`src/common/cipc_defines.svh`:
```
/*
 * Register offsets, field positions and reset values of the CAN interrupt
 * and pin control block.
 * Assumes a 32-bit Avalon-MM slave with byte addresses, one word a register.
 */
`ifndef CIPC_DEFINES_SVH
`define CIPC_DEFINES_SVH

`define CIPC_OFS_PIN_CTRL 4'h0
`define CIPC_OFS_FLAGS 4'h4
`define CIPC_OFS_ENABLES 4'h8
`define CIPC_OFS_PRIOS 4'hC

`define CIPC_BIT_DRIVE_HIGH 5
`define CIPC_BIT_CAP_ROUTE 4
`define CIPC_BIT_INVALID 7
`define CIPC_BIT_WAKE 6
`define CIPC_BIT_ERROR 5
`define CIPC_BIT_TX2 4
`define CIPC_BIT_TX1 3
`define CIPC_BIT_TX0 2
`define CIPC_BIT_RX1 1
`define CIPC_BIT_RX0 0

`define CIPC_PIN_CTRL_MASK 8'h30
`define CIPC_FLAGS_RST 8'h00
`define CIPC_ENABLES_RST 8'h00
`define CIPC_PRIOS_RST 8'hFF
`define CIPC_MODE12_KEEP 8'hF3
`define CIPC_MODE1_KEEP 8'hF2

`endif

```
`src/common/cipc_pkg.sv`:
```
/*
 * Types of the CAN interrupt and pin control block.
 * Assumes nothing beyond the defines header.
 */
package cipc_pkg;

	typedef enum logic [1:0] {
		CIPC_MODE0,
		CIPC_MODE1,
		CIPC_MODE2,
		CIPC_MODE_RSVD
	} cipc_mode_t;

	// Engine event pulses, one cycle each.
	typedef struct packed {
		logic invalid_msg;
		logic bus_wake;
		logic bus_error;
		logic [2:0] tx_done;
		logic [1:0] rx_full;
		logic watermark;
	} cipc_events_t;

	typedef struct packed {
		logic [7:0] pin_ctrl;
		logic [7:0] flags;
		logic [7:0] enables;
		logic [7:0] prios;
		logic [31:0] rdata;
		logic rvalid;
		logic waitreq;
		logic irq_high;
		logic irq_low;
		logic tx_pin;
		logic tx_oe;
		logic cap_in;
	} cipc_state_t;

endpackage : cipc_pkg

```
`src/rtl/cipc_core.sv`:
```
/*
 * CAN interrupt flag, enable and priority logic with transmit pin drive
 * and capture routing, behind an Avalon-MM slave with waitrequest.
 * Assumes event pulses from the CAN engine on the same clock, and
 * external pins that need synchronising.
 */
// Decided for this implementation: the Avalon-MM register port and the address map.
// Summary of operation
// RULE1: Drive-high bit 1 drives transmit pin high when recessive, else float.
// RULE2: Capture bit 1 routes receive signal to capture unit, else pin.
// RULE3: Invalid message on bus sets invalid-message flag.
// RULE4: Bus activity sets wake flag; zero without activity.
// RULE5: Any engine error source sets error flag.
// RULE6: Mode 0: transmit buffer 2 done sets flag bit 4.
// RULE7: Modes 1,2: any transmit buffer done sets flag bit 4.
// RULE8: Mode 0: transmit buffers 1 and 0 done set bits 3 and 2.
// RULE9: Modes 1,2: bits 3 and 2 of flags, enables, priorities read zero.
// RULE10: Mode 0: receive buffer 1 full sets flag bit 1.
// RULE11: Modes 1,2: any receive buffer full sets flag bit 1.
// RULE12: Mode 0: receive buffer 0 full sets flag bit 0.
// RULE13: Mode 1: bit 0 of all three registers reads zero.
// RULE14: Mode 2: FIFO high watermark sets flag bit 0.
// RULE15: Invalid, wake and error interrupts each gated by own enable.
// RULE16: Mode 0: separate enables gate each buffer interrupt.
// RULE17: Modes 1,2: transmit enable is master gate over per-buffer enables.
// RULE18: Modes 1,2: receive enable is master gate over per-buffer enables.
// RULE19: Mode 2: enable bit 0 gates the watermark interrupt.
// RULE20: Priority 1 selects high level, 0 low; all reset to one.
// RULE21: Per-buffer transmit enable needs the master transmit enable too.
// RULE22: Flag and enable request at chosen level; flags stay until cleared.
module cipc_core
	import cipc_pkg::*;
#(
	parameter int TX_BUFS = 3,
	parameter int RX_BUFS = 2
) (
	input wire logic i_ref_clk, // System clock, 20 MHz.
	input wire logic i_rstn, // Synchronous reset, active low.
	input wire logic i_clk_en, // Freezes all state while low.
	input wire logic [1:0] i_mode, // Controller operating mode.
	input wire cipc_events_t i_events, // Engine event pulses.
	input wire logic [TX_BUFS-1:0] i_per_tx_buffer_enables, // Mode 1,2.
	input wire logic [RX_BUFS-1:0] i_per_buffer_enables, // Mode 1,2.
	input wire logic i_tx_bit, // Engine transmit bit, 0 is dominant.
	input wire logic i_rx_msg, // Message receive signal from engine.
	input wire logic i_capture_pin, // External capture input pin.
	input wire logic [3:0] avs_address, // Byte address.
	input wire logic avs_read, // Read strobe.
	input wire logic avs_write, // Write strobe.
	input wire logic [31:0] avs_writedata, // Write data.
	input wire logic [3:0] avs_byteenable, // Byte enables.
	output logic [31:0] avs_readdata, // Read data.
	output logic avs_waitrequest, // Wait request.
	output logic o_irq_high, // High-priority interrupt request.
	output logic o_irq_low, // Low-priority interrupt request.
	output logic o_bus_transmit_pin, // Transmit pin output value.
	output logic o_bus_transmit_pin_oe, // Transmit pin output enable.
	output logic o_capture_compare_unit // Input to the capture unit.
);
`include "cipc_defines.svh"

	cipc_state_t st_reg;
	cipc_state_t st_next;
	logic [1:0] cap_sync_reg;

	// ====================================================================
	// Bit mask of the bits that the current mode keeps; its zero bits are forced to zero.
	function automatic logic [7:0] keep_mask(input logic [1:0] mode);
		logic [7:0] m;
		m = 8'hFF;
		if (mode == CIPC_MODE1) begin
			m = `CIPC_MODE1_KEEP; // [RULE9] [RULE13]
		end else if (mode != CIPC_MODE0) begin
			m = `CIPC_MODE12_KEEP; // [RULE9]
		end
		return m;
	endfunction : keep_mask

	// ====================================================================
	// Pin synchroniser for the external capture input.
	always_ff @(posedge i_ref_clk) begin
		if (!i_rstn) begin
			cap_sync_reg <= 2'h0;
		end else if (i_clk_en) begin
			cap_sync_reg <= {cap_sync_reg[0], i_capture_pin};
		end
	end

	// ====================================================================
	// Next-state logic.
	logic [7:0] kmask;
	logic [7:0] set_bits;
	logic [7:0] wmask;
	logic [7:0] gated;
	logic tx_any;
	logic rx_any;
	logic hit;
	logic is_mode0;

	always_comb begin
		st_next = st_reg;
		kmask = keep_mask(i_mode);
		is_mode0 = (i_mode == CIPC_MODE0);
		// Per-buffer enables narrow which done events count, with master.
		tx_any = |(i_events.tx_done & i_per_tx_buffer_enables); // [RULE21]
		rx_any = |(i_events.rx_full & i_per_buffer_enables);
		set_bits = 8'h00;
		set_bits[`CIPC_BIT_INVALID] = i_events.invalid_msg; // [RULE3]
		set_bits[`CIPC_BIT_WAKE] = i_events.bus_wake; // [RULE4]
		set_bits[`CIPC_BIT_ERROR] = i_events.bus_error; // [RULE5]
		if (is_mode0) begin
			set_bits[`CIPC_BIT_TX2] = i_events.tx_done[2]; // [RULE6]
			set_bits[`CIPC_BIT_TX1] = i_events.tx_done[1]; // [RULE8]
			set_bits[`CIPC_BIT_TX0] = i_events.tx_done[0]; // [RULE8]
			set_bits[`CIPC_BIT_RX1] = i_events.rx_full[1]; // [RULE10]
			set_bits[`CIPC_BIT_RX0] = i_events.rx_full[0]; // [RULE12]
		end else begin
			set_bits[`CIPC_BIT_TX2] = tx_any; // [RULE7] [RULE17]
			set_bits[`CIPC_BIT_RX1] = rx_any; // [RULE11] [RULE18]
			set_bits[`CIPC_BIT_RX0] = i_events.watermark; // [RULE14]
		end
		wmask = 8'h00;
		hit = 1'b0;
		st_next.rvalid = 1'b0;
		st_next.waitreq = 1'b1;
		// One wait cycle, then the access completes with waitrequest low.
		if ((avs_read || avs_write) && st_reg.waitreq) begin
			st_next.waitreq = 1'b0;
			st_next.rdata = 32'h0000_0000;
			hit = 1'b1;
			unique case (avs_address)
				`CIPC_OFS_PIN_CTRL: st_next.rdata[7:0] = st_reg.pin_ctrl;
				`CIPC_OFS_FLAGS: st_next.rdata[7:0] = st_reg.flags & kmask;
				`CIPC_OFS_ENABLES: st_next.rdata[7:0] = st_reg.enables & kmask;
				`CIPC_OFS_PRIOS: st_next.rdata[7:0] = st_reg.prios & kmask;
				default: hit = 1'b0;
			endcase
		end
		if (avs_write && !st_reg.waitreq && avs_byteenable[0]) begin
			wmask = 8'hFF;
		end
		if (avs_write && !st_reg.waitreq) begin
			st_next.waitreq = 1'b1;
			st_next.rdata = 32'h0000_0000;
		end
		if (avs_read && !st_reg.waitreq) begin
			st_next.waitreq = 1'b1;
		end
		if (wmask != 8'h00) begin
			unique case (avs_address)
				`CIPC_OFS_PIN_CTRL:
					st_next.pin_ctrl = avs_writedata[7:0] & `CIPC_PIN_CTRL_MASK;
				`CIPC_OFS_ENABLES: st_next.enables = avs_writedata[7:0];
				`CIPC_OFS_PRIOS: st_next.prios = avs_writedata[7:0];
				default: ;
			endcase
		end
		// Software writes flags; a same-cycle event wins over its clear.
		if (wmask != 8'h00 && avs_address == `CIPC_OFS_FLAGS) begin
			st_next.flags = avs_writedata[7:0] | set_bits; // [RULE22]
		end else begin
			st_next.flags = st_reg.flags | set_bits; // [RULE22]
		end
		st_next.flags = st_next.flags & kmask;
		gated = st_reg.flags & st_reg.enables & kmask; // [RULE15] [RULE16] [RULE19]
		st_next.irq_high = |(gated & st_reg.prios); // [RULE20]
		st_next.irq_low = |(gated & ~st_reg.prios); // [RULE20]
		st_next.tx_pin = i_tx_bit;
		// Recessive is driven high only with the drive-high bit.
		st_next.tx_oe = !i_tx_bit ||
			st_reg.pin_ctrl[`CIPC_BIT_DRIVE_HIGH]; // [RULE1]
		st_next.cap_in = st_reg.pin_ctrl[`CIPC_BIT_CAP_ROUTE] ?
			i_rx_msg : cap_sync_reg[1]; // [RULE2]
		if (hit) begin
			st_next.rvalid = 1'b1;
		end
	end

	always_ff @(posedge i_ref_clk) begin
		if (!i_rstn) begin
			st_reg <= '{pin_ctrl: 8'h00, flags: `CIPC_FLAGS_RST,
				enables: `CIPC_ENABLES_RST, prios: `CIPC_PRIOS_RST,
				rdata: 32'h0000_0000, rvalid: 1'b0, waitreq: 1'b1,
				irq_high: 1'b0, irq_low: 1'b0, tx_pin: 1'b1,
				tx_oe: 1'b0, cap_in: 1'b0};
		end else if (i_clk_en) begin
			st_reg <= st_next;
		end
	end

	assign avs_readdata = st_reg.rdata;
	assign avs_waitrequest = st_reg.waitreq;
	assign o_irq_high = st_reg.irq_high;
	assign o_irq_low = st_reg.irq_low;
	assign o_bus_transmit_pin = st_reg.tx_pin;
	assign o_bus_transmit_pin_oe = st_reg.tx_oe;
	assign o_capture_compare_unit = st_reg.cap_in;
endmodule : cipc_core

```
`config.mk`:
```
export PLATFORM = sky130hd
export DESIGN_NAME = cipc_core
export DESIGN_NICKNAME = d
export VERILOG_FILES = /design/src/common/cipc_pkg.sv /design/src/rtl/cipc_core.sv
export VERILOG_INCLUDE_DIRS = /design/src /design/src/common
export SDC_FILE = /design/constraint.sdc
export NUM_CORES = 1
export LEC_CHECK = 0
export ABC_CLOCK_PERIOD_IN_PS = 2200
export CAP_MARGIN = 20
export CORE_ASPECT_RATIO = 1.25
export CORE_MARGIN = 2
export CORE_UTILIZATION = 36
export CTS_CLUSTER_SIZE = 8
export DETAILED_ROUTE_END_ITERATION = 6
export DONT_BUFFER_PORTS = 1
export PLACE_DENSITY_LB_ADDON = 0.3
export SYNTH_ARGS = -nofsm -noshare
export SYNTH_HDL_FRONTEND = slang
export SYNTH_SLANG_ARGS = --single-unit
```
`constraint.sdc`:
```
create_clock -name i_ref_clk -period 2.2 [get_ports i_ref_clk]
set_input_delay 0.44 -clock i_ref_clk [delete_from_list [all_inputs] [get_ports i_ref_clk]]
set_output_delay 0.44 -clock i_ref_clk [all_outputs]
set_load 0.005 [all_outputs]
```
# Yosys cells after proc, flatten, opt, wreduce, memory -nomap -nowiden
# Cells that the tools add are included.
[word_totals]
input_bits = 64
output_inout_bits = 38
elab_cells = 65
ff_bits = 66
[classes]
n_bitwise = 13
n_mux = 14
n_reduce_logical = 22
n_eq_ne = 4
[op_table]
columns = ["cell", "n"]
rows = [
  ["$and 8x8->8", 8],
  ["$mux 32", 2],
  ["$pmux 8 s4", 1],
  ["$mux 8", 2],
  ["$or 8x8->8", 2],
  ["$reduce_or 8->1", 2],
  ["$reduce_and 3->1", 3],
  ["$eq 4x4->1 const B", 2],
  ["$mux 4", 2],
  ["$not 8->8", 1],
  ["$reduce_bool 8->1", 1],
  ["$logic_and 1x1->1", 5],
  ["$mux 1", 5],
  ["$eq 4x3->1 const B", 1],
  ["$logic_not 4->1", 1],
  ["$mux 2", 2],
  ["$reduce_bool 2->1", 2],
  ["$and 3x3->3", 1],
  ["$reduce_or 3->1", 1],
  ["$and 2x2->2", 1],
  ["$eq 2x1->1 const B", 1],
  ["$logic_not 1->1", 2],
  ["$logic_not 2->1", 1],
  ["$logic_or 1x1->1", 2],
  ["other kinds (2)", 2],
]

# Logic depth before layout (Yosys ltp)
[depth]
depth_word = 8
depth_mapped = 6
mapped_depth_nobuf = 4

# Worst setup path before layout
# No wires, ideal clock.
[synth_timing]
path_type = "input-to-reg"
startpoint = "input i_clk_en"
endpoint = "register st_reg[67] (netlist name)"
setup_ps = 116
arrival_ps = 1647
stages = 5
path_slack_ps = 437
required_time_ps = 2084
path_cell_list = "buf_4 -> or3b_4 -> or4b_4 -> mux2i_1 -> nor2b_1"
[synth_via]
elab_chain_cells = 1
[synth_lines]
columns = ["element", "line_no", "source"]
rows = [
  ["start, declared", "cipc_core.sv:39", "input wire logic i_clk_en,"],
  ["$reduce_and 3->1 (no line)", "n/a", ""],
  ["end signal, assigned", "cipc_core.sv:181", "st_reg <= '{pin_ctrl: 8'h00, flags: `CIPC_FLAGS_RST,"],
  ["end signal, assigned", "cipc_core.sv:187", "st_reg <= st_next;"],
  ["end, declared", "cipc_core.sv:62", "cipc_state_t st_reg;"],
]
# No other way between the ends.
# A chain may end at the register's enable or synchronous reset.

# Worst setup path after layout
[layout_timing]
startpoint = "register st_reg, in the netlist avs_waitrequest"
endpoint = "register st_reg[55] (netlist name)"
[layout_via]
elab_chain_cells = 8
[layout_lines]
columns = ["element", "line_no", "source"]
rows = [
  ["$logic_not 1->1", "cipc_core.sv:139", "if (avs_write && !st_reg.waitreq && avs_byteenable[0]) begin"],
  ["$logic_and 1x1->1 (2 in series)", "cipc_core.sv:139", ""],
  ["$mux 8", "cipc_core.sv:139", ""],
  ["$reduce_bool 8->1", "cipc_core.sv:159", "if (wmask != 8'h00 && avs_address == `CIPC_OFS_FLAGS) begin"],
  ["$logic_and 1x1->1 (no line)", "n/a", ""],
  ["$mux 8", "cipc_core.sv:159", ""],
  ["$and 8x8->8", "cipc_core.sv:164", "st_next.flags = st_next.flags & kmask;"],
]
# No other way between the ends.

==> flow_metrics.tcl <==
set metrics [dict create \
    status "finished, final reports clean" \
    routed.top_layer "met4" \
    slowest_stage "dfxtp_1" \
    synth_top_cell_area_share_pct 35.76 \
    portBuffers 0 \
    postCtsHoldBufs 0 \
    clock_sink_count 42 \
    cts-root-buf "clkbuf_8" \
    power_switching_w 0.0003320 \
    yosysTopAreaCell "dfxtp_1" \
    clk_path_buf_depth 2 \
    grt_pass1_vias 1668 \
    arrival_ps 1820 \
    async_flop_share_pct 0 \
    skew_ps 4.031 \
    yosysSeqAreaShare_pct 35.76 \
    m1WireLength_microns 2459 \
    dr_wl_met2_microns 2486 \
    yosysMostFrequentCell "dfxtp_1" \
    io_pins 102 \
    grt_start_max_net_pins 45 \
    dp.cells 333 \
    cp_num_cells 4 \
    gp_congestion 0.7724 \
    fp.dieW_microns 76.28 \
    worst-path-buf-inv 0 \
    grt_pass1_wl_microns 8604 \
    pwr-share-seq_pct 56.3 \
    hold_viol 0 \
    avgRoutedWirePerCell_microns 15.84 \
    post-route-min-period_ps 1635 \
    dr.pass1.iters 4 \
    initial_utilization_pct 37.64 \
    critPathKind "reg2reg" \
    netlist-cell-type-count 43 \
    die-area_sq_um 7197 \
    worstMarginPinSlew_ps 627.4 \
    vias_per_cell 5.120 \
    yosys_most_used_dff "dfxtp_1" \
    cts_tree "done" \
    reg2reg_slack_ps 560 \
    cp-end-kind "flop" \
    power.internal_w 0.001088 \
    ir_drop_uv 298.0 \
    synth_area_sq_um 2351 \
    hp-class "in2reg" \
    worstSkewPairLatency_ps 290 \
    swShare_pct 23.39 \
    startpoint_type "flop" \
    cts_made_buffers 5 \
    leakage_nw 0.8850 \
    syn_to_final_growth_pct 0.3724 \
    rows 32 \
    post_cts_buffers 0 \
    antenna_found_initial 0 \
    maxCapViolCount 0 \
    core-area_sq_um 6246 \
    fill_cells 666 \
    syn-instance-count 267 \
    die_h_microns 94.35 \
    wirelength_microns 5400 \
    setup_tns_ps 0 \
    drc 0 \
    via_count 1746 \
    grt_use_total_pct 15.26 \
    setup_viol 0 \
    power_frac_comb_pct 7.6 \
    worst-endpoint-required_ps 2380 \
    path_clk_slew_ps 80 \
    r2r_cells 4 \
    synthTopCellsByArea "dfxtp_1 36%, mux2i_1 11%, buf_4 11%, nand2_1 4.6%, nor2b_1 4.5%" \
    post-dp-hpwl_microns 3968 \
    ys_ff_latch 42 \
    drtAntennaViolNets 0 \
    antennaDiodeCount 0 \
    synth_common_cells "42 x dfxtp_1, 34 x buf_4, 29 x nand2_1" \
    drive_gt1_share_pct 7.422 \
    final_cells 341 \
    num-nets-final 319 \
    post_cts_resized 0 \
    crit_chain "and4b_1 > and2_1 > a221oi_1 > o22ai_1" \
    synth.avg_cell_area_sq_um 8.805 \
    yosysWarningCount 0 \
    slew-limit-headroom_pct 58.08 \
    worst-path-max-fanout 10 \
    synth_edf_count 0 \
    gr-total-overflow 0 \
    whs_path_depth 1 \
    ctsHtreeMaxLevel 2 \
    rsz0062_at_grt "false" \
    powerDensity_nw_per_um2 601.7 \
    drt_iter0_markers 109 \
    fmax_ghz 0.6115 \
    finalMaxSlewViolations 0 \
    cpPeakStageDelay_ps 480 \
    crit_family "simple AND/OR/NAND/NOR gates" \
    wl_met3_microns 333 \
    period_share_pct 74.33 \
    largest_reg_flops 26 \
    p_clk_share_pct 36.1 \
]
-- per-stage QoR --
| step | hold slack, ps | setup slack [ps] | instance area [sq um] | util (%) | power, W |
|---|---|---|---|---|---|
| 2_1_floorplan | 431.1 | 437.1 | 2437 | - | 0.0009555 |
| 3_3_place_gp | 463.6 | 468.9 | 2268 | 36.32 | 0.0009221 |
| 3_5_place_dp | 469.3 | 460.1 | 2268 | 36.32 | 0.0009240 |
| 4_1_cts | 200.8 | 534.1 | 2360 | 37.78 | 0.001435 |
| 5_1_grt | 190.8 | 433.5 | 2360 | 37.78 | 0.001493 |
| 6_report | 208.5 | 564.7 | 2360 | 37.78 | 0.001420 |
-- worst paths after layout --
kind | startpoint | end
setup / recovery | avs_waitrequest | st_reg[55]
hold reg to reg | avs_readdata[0] | avs_readdata[0]
setup reg to reg | avs_waitrequest | st_reg[55]
hold / removal | i_rstn | o_bus_transmit_pin
-- power by group through the flow --
| stage | clock network [W] | logic, W | registers (W) |
|---|---|---|---|
| 2_1_floorplan | 0 | 0.000145 | 0.000810 |
| 3_3_place_gp | 0 | 0.000105 | 0.000817 |
| 3_5_place_dp | 0 | 0.000107 | 0.000817 |
| 4_1_cts | 0.000528 | 0.000107 | 0.000799 |
| 5_1_grt | 0.000569 | 0.000122 | 0.000802 |
| 6_report | 0.000513 | 0.000108 | 0.000799 |
-- area by class of cell --
type	count	area (sq um)	share of cell area, %
Sequential cell	42	840.8	35.63
Clock buffer	7	86.33	3.659
Multi-Input combinational cell	198	1280	54.24
Tap cell	85	106.4	4.507
Timing Repair Buffer	3	22.52	0.9544
Clock inverter	1	5.005	0.2121
Inverter	5	18.77	0.7953
-- worst reg2reg max path: stages, from the launching register on --
cell	delay, ps
dfxtp_1	480
and4b_1	260
and2_1	290
a221oi_1	360
o22ai_1	130
-- cells by family after synthesis --
| group | synth area share, % |
|---|---|
| buffers and inverters | 13.46 |
| other | 0.1595 |
| and+or+nand+nor | 20.54 |
| muxes | 14.42 |
| DFF | 35.76 |
| AOI/OAI and AO/OA | 15.65 |
-- per-layer routing --
metal  track usage, %  vias to the layer above
met5                0                        -
met3            3.728                       10
met1            19.47                      813
met2            24.71                       57
met4            6.667                        0
li1                 -                      866
-- placed cells by master, fill, tap and decap left out, drive strengths merged, types with 2 or more instances in the layout --
cell / instances
a21boi: 3
a21oi: 8
a22oi: 6
and2: 5
buf: 3
clkbuf: 7
conb: 24
dfxtp: 42
inv: 5
mux2: 3
mux2i: 26
mux4: 2
nand2: 29
nand2b: 3
nand3: 10
nand4: 2
nor2: 6
nor2b: 17
nor3: 9
o2111ai: 3
o21a: 2
o21ai: 9
o21bai: 2
o22ai: 6
o2bb2ai: 4
o311ai: 2
o31ai: 3
or2: 2
or4b: 2
No activity file was read; power rests on OpenSTA's default activity.
